<file path="src/logic/aoc_pkg.sv">
// Purpose: Shared constants and types for the converter output and control port
// Assumes: One 250 MHz clock; all pin inputs synchronous to it
// Notes:   Control word fields sit at the bit positions given below
package aoc_pkg;

  localparam int unsigned DATA_W   = 10;
  localparam int unsigned GAIN_W   = 3;
  localparam int unsigned VP_W     = 16;
  localparam int unsigned PIPE_N   = 3;
  localparam int unsigned CONV_W   = 21;

  // Codes and limits of the converter core
  localparam logic [DATA_W-1:0]        CODE_MIN = 10'h000;
  localparam logic [DATA_W-1:0]        CODE_MAX = 10'h3ff;
  localparam logic [DATA_W-1:0]        MSB_FLIP = 10'h200;
  localparam logic signed [CONV_W-1:0] MID_S    = 21'sh000200;
  localparam logic signed [CONV_W-1:0] MAX_S    = 21'sh0003ff;

  // Control word layout on the shared bus
  localparam int unsigned GAIN_LSB     = 0;
  localparam int unsigned FMT_BIT      = 3;
  localparam int unsigned CLAMP_BIT    = 4;
  localparam int unsigned PWDN_BIT     = 5;
  localparam int unsigned SEL_LSB      = 8;
  localparam logic [1:0]  SEL_CTRL     = 2'h0;
  localparam logic [1:0]  SEL_DAC_LO   = 2'h1;
  localparam logic [1:0]  SEL_DAC_HI   = 2'h2;

  // Values after reset: unity gain, straight binary, pin clamp level, running
  localparam logic [GAIN_W-1:0] GAIN_RST = 3'h1;
  localparam logic [DATA_W-1:0] DAC_RST  = 10'h000;

  // Wishbone register byte offsets
  localparam logic [7:0] OFS_CTRL  = 8'h00;
  localparam logic [7:0] OFS_DAC   = 8'h04;
  localparam logic [7:0] OFS_RES   = 8'h08;
  localparam logic [7:0] OFS_ISTAT = 8'h0c;
  localparam logic [7:0] OFS_IMASK = 8'h10;

  // Interrupt bits
  localparam int unsigned IRQ_N    = 3;
  localparam int unsigned IRQ_SMP  = 0;
  localparam int unsigned IRQ_OVR  = 1;
  localparam int unsigned IRQ_HWR  = 2;

  typedef struct packed {
    logic              pwdn;
    logic              clamp_dac;
    logic              twos;
    logic [GAIN_W-1:0] gain;
  } aoc_ctrl_s;

  localparam aoc_ctrl_s CTRL_RST = '{pwdn: 1'b0, clamp_dac: 1'b0, twos: 1'b0, gain: GAIN_RST};

  typedef struct packed {
    logic              over_range_flag;
    logic [DATA_W-1:0] code;
  } aoc_res_s;

  typedef struct packed {
    logic [PIPE_N-1:0]           vld;
    aoc_res_s [PIPE_N-1:0]       stg;
    aoc_res_s                    out;
    logic                        out_vld;
  } aoc_pipe_st_s;

  typedef struct packed {
    logic              wr_prev;
    aoc_ctrl_s         ctrl;
    logic [DATA_W-1:0] dac;
    logic              hwr;
  } aoc_cport_st_s;

  typedef struct packed {
    logic              sclk_prev;
    logic [DATA_W-1:0] bus;
    logic              oe_n;
    logic              over_range_flag;
    logic              clamp_drive;
    aoc_res_s          last;
    logic [IRQ_N-1:0]  istat;
    logic [IRQ_N-1:0]  imask;
    logic              irq;
    logic              ack;
    logic [31:0]       rdat;
  } aoc_top_st_s;

endpackage

</file>
<file path="src/logic/aoc_conv_pipe.sv">
// Purpose: Gain, saturation, coding and three-stage result pipeline
// Assumes: edge_i pulses once per sample clock rising edge
// Notes:   Output updates on the third edge after the capture edge
`timescale 1ns/1ps
module aoc_conv_pipe (
  input  wire logic                                  clk_i,
  input  wire logic                                  rst_i,
  input  wire logic                                  edge_i,
  input  wire logic                                  en_i,
  input  wire logic signed [aoc_pkg::VP_W-1:0]       vp_i,
  input  wire logic        [aoc_pkg::GAIN_W-1:0]     gain_i,
  input  wire logic                                  twos_i,
  output aoc_pkg::aoc_res_s                          res_o,
  output logic                                       res_vld_o
);

  aoc_pkg::aoc_pipe_st_s               st_reg;
  aoc_pkg::aoc_pipe_st_s               st_next;
  logic signed [aoc_pkg::CONV_W-1:0]   prod;
  logic signed [aoc_pkg::CONV_W-1:0]   sum;
  logic        [3:0]                   gfac;
  aoc_pkg::aoc_res_s                   conv;

  always_comb begin
    // Gain is (code + 1) / 2: 0.5 .. 4.0 in steps of 0.5
    gfac = {1'b0, gain_i} + 4'h1;
    prod = vp_i * $signed({1'b0, gfac});
    sum  = (prod >>> 1) + aoc_pkg::MID_S;
    conv.over_range_flag = sum[aoc_pkg::CONV_W-1] || (sum > aoc_pkg::MAX_S);
    if (sum[aoc_pkg::CONV_W-1]) begin
      conv.code = aoc_pkg::CODE_MIN;
    end else if (sum > aoc_pkg::MAX_S) begin
      conv.code = aoc_pkg::CODE_MAX;
    end else begin
      conv.code = sum[aoc_pkg::DATA_W-1:0];
    end
    if (twos_i) begin
      conv.code = conv.code ^ aoc_pkg::MSB_FLIP;
    end
  end

  always_comb begin
    st_next = st_reg;
    st_next.out_vld = 1'b0;
    if (edge_i && en_i) begin
      // Capture now, shift older samples one stage on
      st_next.stg[0] = conv;
      st_next.vld[0] = 1'b1;
      for (int i = 1; i < aoc_pkg::PIPE_N; i++) begin
        st_next.stg[i] = st_reg.stg[i-1];
        st_next.vld[i] = st_reg.vld[i-1];
      end
      if (st_reg.vld[aoc_pkg::PIPE_N-1]) begin
        st_next.out     = st_reg.stg[aoc_pkg::PIPE_N-1];
        st_next.out_vld = 1'b1;
      end
    end
  end

  always_ff @(posedge clk_i) begin
    if (rst_i) begin
      st_reg <= '0;
    end else begin
      st_reg <= st_next;
    end
  end

  assign res_o     = st_reg.out;
  assign res_vld_o = st_reg.out_vld;
endmodule

</file>
<file path="src/logic/aoc_ctrl_port.sv">
// Purpose: Control register file written from the shared bus or from software
// Assumes: Host writes only while output drivers are released
// Notes:   Bits 9:8 of a host word select control, clamp level low or high part
`timescale 1ns/1ps
module aoc_ctrl_port (
  input  wire logic                            clk_i,
  input  wire logic                            rst_i,
  input  wire logic                            oe_n_i,
  input  wire logic                            wr_i,
  input  wire logic [aoc_pkg::DATA_W-1:0]      bus_i,
  input  wire logic                            sw_ctrl_we_i,
  input  aoc_pkg::aoc_ctrl_s                   sw_ctrl_i,
  input  wire logic [1:0]                      sw_dac_we_i,
  input  wire logic [aoc_pkg::DATA_W-1:0]      sw_dac_i,
  output aoc_pkg::aoc_ctrl_s                   ctrl_o,
  output logic      [aoc_pkg::DATA_W-1:0]      dac_o,
  output logic                                 hwr_o
);

  aoc_pkg::aoc_cport_st_s st_reg;
  aoc_pkg::aoc_cport_st_s st_next;
  logic                   hw_take;

  always_comb begin
    st_next = st_reg;
    st_next.wr_prev = wr_i;
    // Software writes first; a host strobe in the same cycle wins
    if (sw_ctrl_we_i) begin
      st_next.ctrl = sw_ctrl_i;
    end
    if (sw_dac_we_i[0]) begin
      st_next.dac[7:0] = sw_dac_i[7:0];
    end
    if (sw_dac_we_i[1]) begin
      st_next.dac[9:8] = sw_dac_i[9:8];
    end
    // Word is taken on the strobe's rising edge, only with drivers off
    hw_take = wr_i && !st_reg.wr_prev && oe_n_i;
    st_next.hwr = hw_take;
    if (hw_take) begin
      case (bus_i[aoc_pkg::SEL_LSB +: 2])
        aoc_pkg::SEL_CTRL: begin
          st_next.ctrl = bus_i[aoc_pkg::PWDN_BIT:aoc_pkg::GAIN_LSB];
        end
        aoc_pkg::SEL_DAC_LO: begin
          st_next.dac[7:0] = bus_i[7:0];
        end
        aoc_pkg::SEL_DAC_HI: begin
          st_next.dac[9:8] = bus_i[1:0];
        end
        default: begin
          st_next.hwr = 1'b1;
        end
      endcase
    end
  end

  always_ff @(posedge clk_i) begin
    if (rst_i) begin
      st_reg <= '{wr_prev: 1'b0, ctrl: aoc_pkg::CTRL_RST, dac: aoc_pkg::DAC_RST, hwr: 1'b0};
    end else begin
      st_reg <= st_next;
    end
  end

  assign ctrl_o = st_reg.ctrl;
  assign dac_o  = st_reg.dac;
  assign hwr_o  = st_reg.hwr;
endmodule

</file>
<file path="src/logic/aoc_top.sv">
// Purpose: Digital output and control port of a 10-bit sampling converter
// Assumes: Sample clock, enable, strobe and bus inputs are synchronous to clk_i
// Notes:   Software sees the same control state over classic Wishbone
//
// How it works
// - Capture on each sample clock rise unless powered down; result shows after third later rise.
// - Bus drivers turn off whenever the active-low enable is deasserted.
// - With the enable pin deasserted, a write strobe stores the bus word in control or clamp level, as bits 9:8 select.
// - Control sets clamp, output coding, gain and power-down.
// - Over-range flag goes high when amplified input is outside full scale.
// - Below negative full scale the code is zero in straight binary, 512 with twos coding.
// - Above positive full scale the code is 1023 in straight binary, 511 with twos coding.
// - Gain resets to one, programmable from one half to four.
// - Clamp level comes from the 10-bit DAC or the level pin.
// - After reset the clamp level pin is the reference.
// - Gain is a three-bit field in steps of one half.
// - Clamp gate high forces the input to the selected clamp level.
`timescale 1ns/1ps
module aoc_top (
  input  wire logic                                clk_i,
  input  wire logic                                rst_i,
  // Wishbone slave
  input  wire logic                                wb_cyc_i,
  input  wire logic                                wb_stb_i,
  input  wire logic                                wb_we_i,
  input  wire logic [7:0]                          wb_adr_i,
  input  wire logic [3:0]                          wb_sel_i,
  input  wire logic [31:0]                         wb_dat_i,
  output logic      [31:0]                         wb_dat_o,
  output logic                                     wb_ack_o,
  output logic                                     irq_o,
  // Converter side
  input  wire logic                                sample_clk_i,
  input  wire logic signed [aoc_pkg::VP_W-1:0]     analog_i,
  input  wire logic                                clamp_gate_i,
  output logic                                     clamp_drive_o,
  output logic                                     clamp_use_dac_o,
  output logic      [aoc_pkg::DATA_W-1:0]          clamp_dac_o,
  output logic      [aoc_pkg::GAIN_W-1:0]          gain_o,
  output logic                                     power_down_o,
  // Shared data bus
  input  wire logic                                oe_n_i,
  input  wire logic                                wr_i,
  input  wire logic [aoc_pkg::DATA_W-1:0]          shared_data_bus_i,
  output logic      [aoc_pkg::DATA_W-1:0]          shared_data_bus_o,
  output logic                                     shared_data_bus_oe_n_o,
  output logic                                     over_range_flag_o
);

  aoc_pkg::aoc_top_st_s   st_reg;
  aoc_pkg::aoc_top_st_s   st_next;
  aoc_pkg::aoc_ctrl_s     ctrl;
  aoc_pkg::aoc_ctrl_s     sw_ctrl;
  aoc_pkg::aoc_res_s      res;
  logic                   res_vld;
  logic                   hwr;
  logic                   sedge;
  logic                   wb_req;
  logic                   wb_wr;
  logic                   sw_ctrl_we;
  logic [1:0]             sw_dac_we;
  logic [aoc_pkg::IRQ_N-1:0] ev;
  logic [aoc_pkg::IRQ_N-1:0] clr;

  aoc_conv_pipe u_pipe (
    .clk_i     (clk_i),
    .rst_i     (rst_i),
    .edge_i    (sedge),
    .en_i      (!ctrl.pwdn),
    .vp_i      (analog_i),
    .gain_i    (ctrl.gain),
    .twos_i    (ctrl.twos),
    .res_o     (res),
    .res_vld_o (res_vld)
  );

  aoc_ctrl_port u_cport (
    .clk_i        (clk_i),
    .rst_i        (rst_i),
    .oe_n_i       (oe_n_i),
    .wr_i         (wr_i),
    .bus_i        (shared_data_bus_i),
    .sw_ctrl_we_i (sw_ctrl_we),
    .sw_ctrl_i    (sw_ctrl),
    .sw_dac_we_i  (sw_dac_we),
    .sw_dac_i     (wb_dat_i[aoc_pkg::DATA_W-1:0]),
    .ctrl_o       (ctrl),
    .dac_o        (clamp_dac_o),
    .hwr_o        (hwr)
  );

  // Bus write lands on the edge at which ack is high
  assign sedge      = sample_clk_i && !st_reg.sclk_prev;
  assign wb_req     = wb_cyc_i && wb_stb_i;
  assign wb_wr      = wb_req && wb_we_i && st_reg.ack;
  assign sw_ctrl    = wb_dat_i[aoc_pkg::PWDN_BIT:aoc_pkg::GAIN_LSB];
  assign sw_ctrl_we = wb_wr && wb_sel_i[0] && (wb_adr_i == aoc_pkg::OFS_CTRL);
  assign sw_dac_we  = (wb_wr && (wb_adr_i == aoc_pkg::OFS_DAC)) ? wb_sel_i[1:0] : 2'h0;

  always_comb begin
    st_next = st_reg;
    st_next.sclk_prev = sample_clk_i;
    // Drivers follow the enable pin; power-down also releases them
    st_next.oe_n = oe_n_i || ctrl.pwdn;
    if (res_vld) begin
      st_next.bus  = res.code;
      st_next.over_range_flag  = res.over_range_flag;
      st_next.last = res;
    end
    st_next.clamp_drive = clamp_gate_i;

    // Sticky events: new sample, over-range, any host word taken from the shared bus
    ev = '0;
    ev[aoc_pkg::IRQ_SMP] = res_vld;
    ev[aoc_pkg::IRQ_OVR] = res_vld && res.over_range_flag;
    ev[aoc_pkg::IRQ_HWR] = hwr;
    clr = '0;
    if (wb_wr && wb_sel_i[0] && (wb_adr_i == aoc_pkg::OFS_ISTAT)) begin
      clr = wb_dat_i[aoc_pkg::IRQ_N-1:0];
    end
    if (wb_wr && wb_sel_i[0] && (wb_adr_i == aoc_pkg::OFS_IMASK)) begin
      st_next.imask = wb_dat_i[aoc_pkg::IRQ_N-1:0];
    end
    // A set in the clearing cycle survives
    st_next.istat = (st_reg.istat & ~clr) | ev;
    st_next.irq   = |(st_next.istat & st_next.imask);

    // Classic single-cycle answer: ack one cycle after the request, then drop
    st_next.ack = wb_req && !st_reg.ack;
    if (wb_req && !st_reg.ack) begin
      case (wb_adr_i)
        aoc_pkg::OFS_CTRL:  st_next.rdat = {26'h0, ctrl};
        aoc_pkg::OFS_DAC:   st_next.rdat = {22'h0, clamp_dac_o};
        aoc_pkg::OFS_RES:   st_next.rdat = {21'h0, st_reg.last};
        aoc_pkg::OFS_ISTAT: st_next.rdat = {29'h0, st_reg.istat};
        aoc_pkg::OFS_IMASK: st_next.rdat = {29'h0, st_reg.imask};
        default:            st_next.rdat = 32'h0;
      endcase
    end
  end

  always_ff @(posedge clk_i) begin
    if (rst_i) begin
      st_reg      <= '0;
      st_reg.oe_n <= 1'b1;
    end else begin
      st_reg <= st_next;
    end
  end

  assign shared_data_bus_o      = st_reg.bus;
  assign shared_data_bus_oe_n_o = st_reg.oe_n;
  assign over_range_flag_o      = st_reg.over_range_flag;
  assign clamp_drive_o          = st_reg.clamp_drive;
  assign clamp_use_dac_o        = ctrl.clamp_dac;
  assign gain_o                 = ctrl.gain;
  assign power_down_o           = ctrl.pwdn;
  assign irq_o                  = st_reg.irq;
  assign wb_ack_o               = st_reg.ack;
  assign wb_dat_o               = st_reg.rdat;
endmodule

</file>
<file path="config.mk">
export PLATFORM = sky130hd
export DESIGN_NAME = aoc_top
export DESIGN_NICKNAME = d
export VERILOG_FILES = /design/src/logic/aoc_pkg.sv /design/src/logic/aoc_conv_pipe.sv /design/src/logic/aoc_ctrl_port.sv /design/src/logic/aoc_top.sv
export SDC_FILE = /design/constraint.sdc
export NUM_CORES = 1
export LEC_CHECK = 0
export BUFFER_PORTS_ARGS = -buffer_cell sky130_fd_sc_hd__buf_2
export CAP_MARGIN = 10
export CORE_ASPECT_RATIO = 1.75
export CORE_MARGIN = 2
export CORE_UTILIZATION = 30
export DETAILED_ROUTE_END_ITERATION = 16
export PLACE_DENSITY = 0.47
export RECOVER_POWER = 100
export SLEW_MARGIN = 20
export SYNTH_ARGS = -nofsm -noshare
export SYNTH_HDL_FRONTEND = slang
export SYNTH_HIERARCHICAL = 1
export SYNTH_SLANG_ARGS = --single-unit
</file>
<file path="constraint.sdc">
create_clock -name clk_i -period 5.85 [get_ports clk_i]
set_input_delay 1.17 -clock clk_i [delete_from_list [all_inputs] [get_ports clk_i]]
set_output_delay 1.17 -clock clk_i [all_outputs]
set_load 0.01 [all_outputs]
</file>
==> flow_summary.toml <==
[status]
outcome = "complete, but fails checks"
failing_checks = "max-capacitance violations, max-slew violations"

[die]
design.core.area_mm2 = 0.0252
die-width_um = 125
ios = 141
floorplan.initialDensity = 0.305
floorplan.die_area_mm2 = 0.0270
placementRows = 77
floorplan.die.height_um = 216

[critical_path]
arrival_time_of_data_at_the_critical_path_endpoint_ns = 5.91
cp_slowest_stage_delay_ns = 0.56
endpoint_kind = "flip-flop"
worstPathCellList = "buf_2 > and2_1 > ha_4 > fa_1 > inv_2 > fa_1 > inv_2 > ha_4 > a21o_4 > a31o_1 > o2111a_1 > a211o_1 > inv_2 > ha_4 > nand4_1 > or4_1 > or4_4 > nor3_4 > a2111oi_4 > a41oi_2 > xnor2_1 > a211oi_2"
cp_max_fo = 4
path_type_of_the_worst_setup_path = "in2reg"
timing.critical_path.slowest_stage_cell = "or4_4"
critical_path.startpoint_type = "input port"
reg2reg_slack_ns = 0.23
worstRegToRegCells = 24
timing.critical_path.required_ns = 6.06

[power_and_ir_drop]
leakage_nw = 3.84
ir_drop_worst_case_vdd_mv = 0.145
cellPowerDensity_mw_per_mm2 = 189

[detailed_routing]
drt-wirelength-per-cell_um = 14.7
dr_iter_0_viols = 247
wl_mm = 19.6
dr_total_vias = 6339
drtAntennaViolNets = 0
route.detailed.drc = 0
dr.pass1.iters = 4
vias_per_cell = 4.74

[clock_tree]
max-clock-path-buffers = 2
clk_pin_slew_ns = 0.07
htree_levels = 3
cts_root_buffer = "clkbuf_16"
cts-hold-fix-buffers = 0
worst_skew_pair.late_latency_ns = 0.34
cts_tree = "yes"
cts_made_buffers = 9
clkSinkCount = 99

[synth]
synth_top_cells_by_area = "dfxtp_1 26%, fa_1 8.6%, buf_4 7.0%"
yosys_warnings = 6
synth_largest_area_cell = "dfxtp_1"
ys_dominant_reg_cell = "dfxtp_1"
synth_cell_type_count = 83
post_synth_edffs = 0
yosys.cell_count.top_type = "nand2_1"
post_synthesis_cells = 913
async_reset_ff_frac = 0
syn_std_cell_area_mm2 = 0.00770
synth_sequential_area_ratio = 0.257
ys_seq_elements = 99
avgSynthCellArea_um2 = 8.43
synth.top_cells.by_count = "107 x nand2_1, 99 x dfxtp_1, 79 x inv_1"
synth.top_cell.area_share = 0.257

[layout]
fillerInstances = 2720
antenna-diode-count = 0
largest_register_ffs = 36
area_delta_synth_final_pct = 17.5
layout-drive-gt1-share = 0.221
fin_nets = 1171
post-route-cell-area_mm2 = 0.00904

[placed_design]
numPortBuffers = 95
pre_cts_slack_ns = -0.480
placedInstanceArea_mm2 = 0.00865
gp_routability_congestion = 0.788
dp.final_hpwl_mm = 16.1

[sta]
setup_ws_ns = 0.154
timing_hold_violations_final = 0
slew_headroom = -0.899
setup_viol = 0
finalCritPeriodShare = 0.974
maxClockFrequency_mhz = 176
final.hold.worst_slack_ns = 0.452
max_slew.worst_pin.slew_ns = 2.85
report.final.slew_viol_count = 64
clock_skew_ns = 0.00604
fin_crit_ns = 5.70

[global_route]
antenna_violations_before_repair = 0
global_route_wire_length_before_repair_mm = 32.0
global_route.usage.total = 0.146
vias_in_the_first_global_route = 6467
grt_max_degree = 64
grt_overflow_total = 0

[job]
maxCapViolations = 1

[min_path]
min_delay_path_depth = 2
hold_path.class = "reg2reg"
[per-stage QoR]
stage	utilization	setup TNS, ns	instances	power (mW)
floorplan	-	0	933	0.973
global placement	0.343	-4.82	1317	1.11
detailed placement	0.343	-4.85	1317	1.11
CTS	0.355	0	1332	1.72
global route	0.358	-0.0129	1336	1.81
finish	0.358	0	1336	1.71
[kinds of logic after synthesis]
family          synth area share
compound gates             0.159
xor+xnor                  0.0125
fa+ha+maj                  0.156
buf+inv                    0.131
flops                      0.257
mux                       0.0548
other cells             0.000487
simple gates               0.228
[layout by cell type (no fill, tap or decap), types with 7 or more instances in the layout]
master	instances
a22o_1	9
mux2i_1	31
ha_1	33
a21oi_1	63
dfxtp_1	97
nand2_1	107
nand2b_1	21
clkbuf_16	9
nor2_1	42
buf_2	54
nand3_1	18
nor3_1	22
ha_4	9
o21ai_0	10
inv_1	75
buf_4	81
xnor2_1	7
mux2_2	7
conb_1	21
a211oi_2	9
fa_1	32
and2_1	46
clkbuf_1	44
nor2b_1	10
a211oi_1	9
[final timing paths]
check	end	start
worst max-delay path	u_pipe/st_reg[21]	analog_i[4]
worst min-delay path	u_pipe/st_reg[32]	u_pipe/st_reg[21]
worst max register to register	u_pipe/st_reg[21]	u_cport/ctrl_o[1]
worst min register to register	u_pipe/st_reg[32]	u_pipe/st_reg[21]
[power by group]
part	total [mW]	internal [mW]	switching [mW]
clock network	0.602	0.335	0.267
registers	0.703	0.692	0.0108
logic	0.408	0.182	0.226
total	1.71	1.21	0.503
[per-layer routing]
metal	track usage	vias up	part of all wire
met5	0	-	0
met4	0.0522	0	0.026
met3	0.0149	21	0.031
met2	0.308	117	0.58
met1	0.141	2987	0.36
li1	-	3214	-
[critical path, delay by kind of cell]
family / cells / cell delay [ns]
fa+ha+maj: 5 / 1.58
simple gates: 5 / 1.36
compound gates: 7 / 1.34
buf+inv: 4 / 0.30
xor+xnor: 1 / 0.16
[what timing repair did]
action | 4_1_cts | 5_1_grt
endpoints found under the setup margin | 11 | 11
buffers inserted | 0 | 4
resized for setup | 5 | 36
pin swaps | 3 | 28
[cell type report]
type / instances / area, um^2 / area share
Tap cell: 316 / 395 / 0.0437
Clock inverter: 6 / 73.8 / 0.00816
Multi-Input combinational cell: 641 / 4950 / 0.547
Sequential cell: 99 / 1980 / 0.219
Timing Repair Buffer: 183 / 1110 / 0.123
Inverter: 82 / 308 / 0.0340
Clock buffer: 9 / 225 / 0.0249
Note: power is estimated with default switching activity, not from simulation.
